==> config.mk <==
export PLATFORM = sky130hd
export DESIGN_NAME = btm_maps
export DESIGN_NICKNAME = d
export VERILOG_FILES = /design/src/btm_pkg.sv /design/src/btm_maps.sv /design/src/btm_sid_decode.sv /design/src/btm_rd_mux.sv
export VERILOG_INCLUDE_DIRS = /design/src
export SDC_FILE = /design/constraint.sdc
export NUM_CORES = 1
export LEC_CHECK = 0
export BUFFER_PORTS_ARGS = -buffer_cell sky130_fd_sc_hd__buf_2
export CORE_MARGIN = 2
export CORE_UTILIZATION = 45
export DETAILED_ROUTE_END_ITERATION = 8
export PLACE_DENSITY = 0.65
export SLEW_MARGIN = 20
export SYNTH_ARGS = -nofsm -noshare
export SYNTH_HDL_FRONTEND = slang
export SYNTH_SLANG_ARGS = --single-unit
==> constraint.sdc <==
create_clock -name I_CLK -period 3 [get_ports I_CLK]
set_input_delay 0.15 -clock I_CLK [delete_from_list [all_inputs] [get_ports I_CLK]]
set_output_delay 0.15 -clock I_CLK [all_outputs]
set_load 0.01 [all_outputs]
==> src/btm_map.svh <==
// Purpose: Offsets, reset values and field positions of the topology maps
// Assumes: Host register address is a byte address, word aligned
// Notes: Included by the package and the design modules
`ifndef BTM_MAP_SVH
`define BTM_MAP_SVH
// =====================================================================
// Register offsets
`define BTM_OFS_ACT_LOW 8'hE8
`define BTM_OFS_ACT_HIGH 8'hEC
`define BTM_OFS_SPD_0 8'hF0
`define BTM_OFS_SPD_1 8'hF4
`define BTM_OFS_SPD_2 8'hF8
`define BTM_OFS_SPD_3 8'hFC
// =====================================================================
// Reset values and codes
`define BTM_RST_WORD 32'h0000_0000
`define BTM_RST_SPD 2'h0
`define BTM_SPD_MISSING 2'h3
`define BTM_NODE_COUNT 63
`define BTM_NODE_W 6
`define BTM_FIELDS_PER_WORD 16
// =====================================================================
// Self-ID packet fields
`define BTM_SID_PHY_MSB 29
`define BTM_SID_PHY_LSB 24
`define BTM_SID_SPD_MSB 15
`define BTM_SID_SPD_LSB 14
`endif

==> src/btm_pkg.sv <==
// Purpose: Types shared by the topology map block
// Assumes: Constants come from btm_map.svh
// Notes: Only the speed code values are set here, the node width comes from the header
`include "btm_map.svh"
package btm_pkg;
  // ===================================================================
  // Speed codes
  typedef enum logic [1:0] {
    BTM_S100 = 2'h0,
    BTM_S200 = 2'h1,
    BTM_S400 = 2'h2,
    BTM_SRSV = 2'h3
  } btm_speed_e;
  // ===================================================================
  // One decoded self-ID entry
  typedef struct packed {
    logic [`BTM_NODE_W-1:0] node;
    logic [1:0] speed;
  } btm_sid_s;
endpackage : btm_pkg

==> src/btm_maps.sv <==
// Purpose: Active node map and speed map built from self-ID packets
// Assumes: Self-ID source and bus-reset flags are on I_CLK
// Notes: Maps are read through a registered host read port
`timescale 1ns/1ps
`default_nettype none
`include "btm_map.svh"
module btm_maps (
  // Clock, reset, enable
  input wire logic I_CLK,
  input wire logic I_RST_B,
  input wire logic I_CE,
  // Bus state from link core
  input wire logic I_BUS_RESET,
  input wire logic I_SID_DONE,
  input wire logic [`BTM_NODE_W-1:0] I_OWN_NODE,
  // Self-ID quadlets
  input wire logic I_SID_VALID,
  input wire logic [31:0] I_SID_QUAD,
  // Host read port
  input wire logic I_RD,
  input wire logic [7:0] I_ADDR,
  output logic [31:0] O_RDATA,
  output logic O_RVALID
);
  localparam int NODES = `BTM_NODE_COUNT;
  // Map state
  logic [NODES-1:0] seen_r;
  logic [NODES-1:0] seen_nxt;
  logic [NODES-1:0] act_r;
  logic [NODES-1:0] act_nxt;
  logic [2*NODES-1:0] spd_r;
  logic [2*NODES-1:0] spd_nxt;
  logic done_r;
  logic done_nxt;
  // Read state
  logic [31:0] rdata_r;
  logic [31:0] rdata_nxt;
  logic rvalid_r;
  logic rvalid_nxt;
  logic [NODES-1:0] act_view;
  logic [31:0] mux_data;
  btm_pkg::btm_sid_s sid;
  // =====================================================================
  // Self-ID field decode
  btm_sid_decode u_dec (
    .i_quad(I_SID_QUAD),
    .o_sid(sid)
  );
  // =====================================================================
  // Map build: clear on bus reset, record self-IDs, mark absent on done
  always_comb begin
    seen_nxt = seen_r;
    act_nxt = act_r;
    spd_nxt = spd_r;
    done_nxt = done_r;
    if (I_BUS_RESET) begin
      seen_nxt = '0;
      act_nxt = '0;
      spd_nxt = '0;
      done_nxt = 1'b0;
    end else begin
      if (I_SID_VALID && !done_r && (int'(sid.node) < NODES)) begin
        seen_nxt[sid.node] = 1'b1;
        act_nxt[sid.node] = 1'b1;
        spd_nxt[2*sid.node +: 2] = sid.speed;
      end
      if (I_SID_DONE && !done_r) begin
        done_nxt = 1'b1;
        for (int n = 0; n < NODES; n++) begin
          if (!seen_nxt[n]) begin
            spd_nxt[2*n +: 2] = `BTM_SPD_MISSING;
          end
        end
      end
    end
  end
  // Map registers
  always_ff @(posedge I_CLK or negedge I_RST_B) begin
    if (!I_RST_B) begin
      seen_r <= '0;
      act_r <= '0;
      spd_r <= '0;
      done_r <= 1'b0;
    end else if (I_CE) begin
      seen_r <= seen_nxt;
      act_r <= act_nxt;
      spd_r <= spd_nxt;
      done_r <= done_nxt;
    end
  end
  // =====================================================================
  // Own node forced present
  always_comb begin
    act_view = act_r;
    if (int'(I_OWN_NODE) < NODES) begin
      act_view[I_OWN_NODE] = 1'b1;
    end
  end
  // Word selection
  btm_rd_mux u_mux (
    .i_addr(I_ADDR),
    .i_act(act_view),
    .i_spd(spd_r),
    .o_data(mux_data)
  );
  // =====================================================================
  // Registered read answer, one cycle after the strobe
  always_comb begin
    rdata_nxt = rdata_r;
    rvalid_nxt = I_RD;
    if (I_RD) begin
      rdata_nxt = mux_data;
    end
  end
  // Read registers
  always_ff @(posedge I_CLK or negedge I_RST_B) begin
    if (!I_RST_B) begin
      rdata_r <= `BTM_RST_WORD;
      rvalid_r <= 1'b0;
    end else if (I_CE) begin
      rdata_r <= rdata_nxt;
      rvalid_r <= rvalid_nxt;
    end
  end
  assign O_RDATA = rdata_r;
  assign O_RVALID = rvalid_r;
endmodule : btm_maps
`default_nettype wire

==> src/btm_sid_decode.sv <==
// Purpose: Pulls node number and speed code out of a self-ID quadlet
// Assumes: Quadlet is valid in the cycle of its strobe
// Notes: Only the first quadlet of each packet is presented here
`timescale 1ns/1ps
`default_nettype none
`include "btm_map.svh"
module btm_sid_decode (
  // Self-ID quadlet
  input wire logic [31:0] i_quad,
  // Decoded entry
  output var btm_pkg::btm_sid_s o_sid
);
  // =====================================================================
  // Field extraction
  always_comb begin
    o_sid.node = i_quad[`BTM_SID_PHY_MSB:`BTM_SID_PHY_LSB];
    o_sid.speed = i_quad[`BTM_SID_SPD_MSB:`BTM_SID_SPD_LSB];
  end
endmodule : btm_sid_decode
`default_nettype wire

==> src/btm_rd_mux.sv <==
// Purpose: Selects the read word of the map registers by address
// Assumes: Maps are held flat, node 0 at index 0
// Notes: Unmapped addresses read zero
`timescale 1ns/1ps
`default_nettype none
`include "btm_map.svh"
module btm_rd_mux (
  // Address and maps
  input wire logic [7:0] i_addr,
  input wire logic [`BTM_NODE_COUNT-1:0] i_act,
  input wire logic [2*`BTM_NODE_COUNT-1:0] i_spd,
  // Read word
  output logic [31:0] o_data
);
  logic [31:0] act_lo;
  logic [31:0] act_hi;
  logic [31:0] spd_w [4];
  // =====================================================================
  // Word packing, lowest node in the upper bits
  genvar g;
  generate
    for (g = 0; g < 64; g++) begin : g_node
      if (g < 32) begin : g_lo
        assign act_lo[31-g] = i_act[g];
      end else if (g < `BTM_NODE_COUNT) begin : g_hi
        assign act_hi[63-g] = i_act[g];
      end else begin : g_pad
        assign act_hi[0] = 1'b0;
      end
      if (g < `BTM_NODE_COUNT) begin : g_spd
        assign spd_w[g/16][31-2*(g%16) -: 2] = i_spd[2*g +: 2];
      end else begin : g_spad
        assign spd_w[3][1:0] = 2'h0;
      end
    end
  endgenerate
  // Address decode
  always_comb begin
    if (i_addr == `BTM_OFS_ACT_LOW) begin
      o_data = act_lo;
    end else if (i_addr == `BTM_OFS_ACT_HIGH) begin
      o_data = act_hi;
    end else if (i_addr == `BTM_OFS_SPD_0) begin
      o_data = spd_w[0];
    end else if (i_addr == `BTM_OFS_SPD_1) begin
      o_data = spd_w[1];
    end else if (i_addr == `BTM_OFS_SPD_2) begin
      o_data = spd_w[2];
    end else if (i_addr == `BTM_OFS_SPD_3) begin
      o_data = spd_w[3];
    end else begin
      o_data = 32'h0000_0000;
    end
  end
endmodule : btm_rd_mux
`default_nettype wire

# Word level (Yosys, flattened, before mapping)
# Index checks and enable logic that the tools add are counted.
# Widths: inputs -> output; s select.
# word_totals
regBits,286
in_bits,53
wordCells,120
# op_classes
n_addsub,1
order_cmp,6
eq_ne,6
n_shift,2
muxes,85
bitwise_logic,3
reduce_logical,11
# ops
op,n
$mux 126,3
$mux 63,6
$mux 32,6
$or 63x63->63,3
$bwmux 126,1
$mux 2,63
$shift 2x34->126 const A,1
$shiftx 2x34->126,1
$eq 8x8->1 const B,6
$neg 7->34,1
$lt 6x7->1 const B,2
$demux 1 s6,2
$ge 6x1->1 const B,2
$lt 6x6->1 const B,2
$reduce_and 2->1,3
$logic_and 1x1->1,5
$mux 1,4
$reduce_bool 2->1,2
$logic_not 1->1,1

# Depth between registers and ports, before layout
# logic_depth
depth_word,10
ltp_mapped,13
depth_no_buf,8

# Cells and area by module
# From an unflattened synthesis, not the netlist that was laid out.
# unflattened
cells_unflattened,1620
hier_area_um2,15802.7
# by_module_without_submodules
module,n_inst,cells_per_inst,area_per_inst_um2,seq_area_each_um2
btm_maps,1,1390,14134.8,7156.9
btm_rd_mux,1,222,1607.8,0.0
btm_sid_decode,1,8,60.1,0.0

# Worst setup path before layout
# No wires, ideal clock.
# synth_path
kind,input to register
start,input I_SID_QUAD[24]
end,register spd_r[5]
setup_time_ns,0.131
t_arrival_ns,2.828
required_time_ns,2.869
slack_ns,0.041
cell_stages,11
path_buffers,4
path_cell_list,buf_2 -> buf_2 -> clkbuf_1 -> inv_1 -> ha_1 -> clkbuf_1 -> nor3b_1 -> o211ai_1 -> or4b_1 -> and3_1 -> or3_1
# synth_between
elab_chain_cells,10
word_cells_on_any_way,18
cone_classes,add/sub: 1; order compare: 3; shift: 2; mux: 9; bitwise: 1; reduce/logical: 2
# synth_rtl
element,line_no,rtl
start: declaration,btm_maps.sv:18,"input wire logic [31:0] I_SID_QUAD,"
$lt 6x7->1 (implied by the code) or $ge 6x1->1 (tied branches),btm_maps.sv:63,seen_nxt[sid.node] = 1'b1;
$logic_and 1x1->1 (implied by the code),btm_maps.sv:63,
$mux 1 (implied by the code),btm_maps.sv:63,
$demux 1 s6,btm_maps.sv:63,
$or 63x63->63 (no source line),--,
$mux 63,btm_maps.sv:62,if (I_SID_VALID && !done_r && (int'(sid.node) < NODES)) begin
$mux 63,btm_maps.sv:56,if (I_BUS_RESET) begin
$mux 2,btm_maps.sv:70,if (!seen_nxt[n]) begin
$mux 126 *,btm_maps.sv:67,if (I_SID_DONE && !done_r) begin
$mux 126 *,btm_maps.sv:56,
end signal: assignment,btm_maps.sv:87,spd_r <= spd_nxt;
end: declaration,btm_maps.sv:31,logic [2*NODES-1:0] spd_r;
# Every way passes the cells marked *; elsewhere a longest branch is shown, timed or not. The select of a mux whose other input is x is not followed.
# A chain may end at the register's enable or synchronous reset.

# Final worst setup path
# layout_path
start,register done_r
end,register spd_r[41]
# layout_between
elab_chain_cells,8
word_cells_on_any_way,10
cone_classes,mux: 6; reduce/logical: 4
# layout_rtl
element,line_no,rtl
start: declaration,btm_maps.sv:33,logic done_r;
start signal: assignment,btm_maps.sv:88,done_r <= done_nxt;
$logic_not 1->1 *,"btm_maps.sv:62, btm_maps.sv:67",
$logic_and 1x1->1 (2 in a row),btm_maps.sv:62,
$mux 63,btm_maps.sv:62,
$mux 63,btm_maps.sv:56,
$mux 2,btm_maps.sv:70,
$mux 126 *,btm_maps.sv:67,
$mux 126 *,btm_maps.sv:56,
# Marks and branches as above.

==> run summary <==
Result of the run -> complete, no violations
Register clock-pin slew on the reported worst setup and hold paths -> 0.06 ns
Global-route total usage across every layer -> 0.373
Final std cells w/o fill -> 2,326
FF-to-FF setup slack -> 0.37 ns
Synth area leaders -> dfrtp_1 (45%), nor2_1 (5.0%), a211oi_1 (4.2%)
Per-cell routed wire length -> 29.2 um
Die Y -> 192 um
Ant diodes -> 0
# setup viols final -> 0
Antenna violations before repair -> 0
HP Class -> primary input to flip-flop
Area share of the leading cell type in the synthesized netlist -> 0.449
Drc violations -> 0
Core region area -> 0.0347 mm^2
Total wire length after detailed routing -> 67,900 um
Max-slew violations -> 0
Final period utilization -> 0.875
Number of enable flip-flop cells after synthesis -> 0
Worst EP required -> 3.40 ns
Number of buffers inserted to repair setup after CTS -> 0
Primary FF master, synth -> dfrtp_1
Starting Density -> 0.459
YS warnings -> 0
Power density relative to cell area -> 568 mW/mm^2
Synth area leader -> dfrtp_1
Placed wire-length estimate after detailed placement -> 50,100 um
Maximum resistive drop on vdd -> 0.000574 V
Leak -> 8.01 nW
Root buffer selected by CTS -> clkbuf_16
DP Area -> 0.0174 mm^2
Worst hold slack across all endpoints -> 0.0906 ns
Clock buffer count from CTS -> 35
Crit end category -> flip-flop
Routed vias -> 15,660
CTS tree -> built
Placed insts -> 2,263
X dimension of the die -> 192 um
I/O pin total -> 86
Clock Sinks -> 286
FMAX -> 381 MHz
Count of unique library cells instantiated by Yosys -> 80
Total of max-cap violations -> 0
Htree depth -> 2
Biggest fanout along the worst timing path -> 12
Die Outline Area -> 0.0369 mm^2
Crit Reg-Reg Startpoint -> done_r
CP startpoint kind -> flip-flop
Slew @ Worst Pin -> 1.07 ns
Fraction of layout instances using a drive strength above 1 -> 0.168
Antenna Nets Post-Route -> 0
Final design area excluding fillers -> 0.0186 mm^2
Min Tclk post-route -> 2.63 ns
Total grt overflow -> 0
Net Count, Synth -> 1,816
Number of nets in the final layout -> 1,905
Total power after layout -> 10.5 mW
Max Clock Skew -> 0.0223 ns
Avg Inst Size Synth -> 9.05 um^2
Final design utilization -> 0.535
Slew margin rel. -> 0.281
Worst hold endpoint -> spd_r[69]
Clock latency at the later pin of the worst-skew pair -> 0.54 ns
Iteration count of the initial detailed-routing pass -> 7
Global-route wire length before repair -> 100,000 um
Unrepaired setup endpoints after global routing -> no
Hold violation count in the final report -> 0
Depth of the worst register-to-register path -> 5
Row count -> 68
Syn Inst Count -> 1,760
P&R area growth vs syn -> 16.6%
Hold-critical path depth -> 3
Maximum clock insertion buffer count -> 3
Endpoint of the worst-slack reg-to-reg timing path -> spd_r[41]
Data arrival time at the worst-slack endpoint -> 3.03 ns
Routability-driven placement congestion ratio -> 1.04
Launch instance of the worst min-delay path -> I_SID_QUAD[15]
Flops & latches, synth -> 286
Via count of the first global-routing pass -> 14,966
Largest net degree at the start of global routing -> 87
Port bufs -> 61
Initial detailed-routing violation count -> 2,211
Portion of the post-synthesis area used by sequential elements -> 0.449
Via-to-Cell Ratio -> 6.73
Synth async-reset ratio -> 1.00
Type of the worst setup path -> flip-flop to flip-flop
Post-synth design cell area -> 0.0159 mm^2
[cells in the final DEF, fill, tap and decap left out, drive strengths merged, types with 9 or more instances in the layout]
master	instances
nand3	30
buf	203
o21ai	50
dfrtp	286
nor2b	15
o22ai	32
nor2	212
or3	18
nor4	35
nand2	79
nand4	9
a311oi	16
and3	14
o221a	32
and2	10
a211oi	90
a31oi	22
o21a	56
nor3	106
mux2i	64
a211o	10
a21oi	134
nand2b	37
a221oi	52
inv	69
nor3b	14
clkbuf	48
[how the worst max path moves through the flow]
stage | slack [ns] | startpoint | endpoint | cells past startpoint
after floorplan | 0.04 | I_SID_QUAD[24] | spd_r[5] | 11
after global placement | -0.1 | I_SID_QUAD[25] | spd_r[104] | 11
after detailed placement | -0.06 | I_SID_QUAD[25] | spd_r[104] | 11
after CTS | 0.43 | done_r | spd_r[104] | 7
after global routing | 0.26 | done_r | spd_r[41] | 5
final | 0.37 | done_r | spd_r[41] | 5
[registers in the layout (all words and copies together) (netlist names)]
name and cells:
act_r 63, O_RVALID 1, O_RDATA 32, done_r 1, seen_r 63, spd_r 126
[final cells by class]
cell class,instances,area (um^2)
Fill cell,3218,16100
Multi-Input combinational cell,1251,7910
Sequential cell,286,7160
Timing Repair Buffer,207,1540
Clock buffer,48,975
Tap cell,455,569
Inverter,68,255
Clock inverter,11,161
[power breakdown]
part	total [mW]	internal, mW	leakage (nW)	switching, mW
logic	1.84	0.639	3.68	1.20
registers	4.35	4.16	3.77	0.195
clock network	4.35	2.61	0.557	1.74
total	10.5	7.41	8.01	3.14
[stage by stage]
stage | TNS, ns | setup slack (ns)
final | 0 | 0.375
after CTS | 0 | 0.431
after global routing | 0 | 0.262
after global placement | -0.190 | -0.0964
after floorplan | 0 | 0.0406
after detailed placement | -0.124 | -0.0571
[cells in the mapped netlist (7+ instances only)]
library cell,number
a211o_1,10
a211oi_1,90
a21oi_1,133
a221oi_1,52
a311oi_1,16
a31oi_1,22
and2_1,8
and3_1,14
and3b_1,8
buf_1,20
buf_2,25
clkbuf_1,106
dfrtp_1,286
inv_1,68
mux2i_1,64
nand2_1,78
nand2b_1,36
nand3_1,30
nand4_1,9
nor2_1,212
nor2b_1,15
nor3_1,104
nor3b_1,13
nor4_1,32
o21a_1,56
o21ai_0,39
o21ai_1,11
o221a_2,30
o22ai_1,32
o41ai_1,7
or3_1,18
[kinds of logic after synthesis]
logic type / count (synthesis) / synth area share
flops: 286 / 0.449
compound gates: 564 / 0.254
fa+ha+maj: 3 / 0.00236
simple gates: 615 / 0.195
buf+inv: 223 / 0.0559
mux: 64 / 0.0402
xor+xnor: 5 / 0.00275
[repair_timing]
item / in CTS / in global routing
hold buffers: 4 / 0
endpoints found under the hold margin: 84 / 0
gates resized for setup: 0 / 0
[layer usage]
metal	wire [um]	vias to the layer above	track usage
li1	-	6748	-
met1	27200	7659	0.505
met2	28500	1012	0.535
met3	7430	241	0.0957
met4	4730	0	0.222
met5	0	-	0
[critical path, cell delays in order (launching register included)]
cell and delay [ns]:
dfrtp_1 0.56, or3b_1 0.54, nor3_1 0.77, a211oi_1 0.25, a211oi_1 0.27, nor3_1 0.08
No activity file was read; power rests on OpenSTA's default activity.
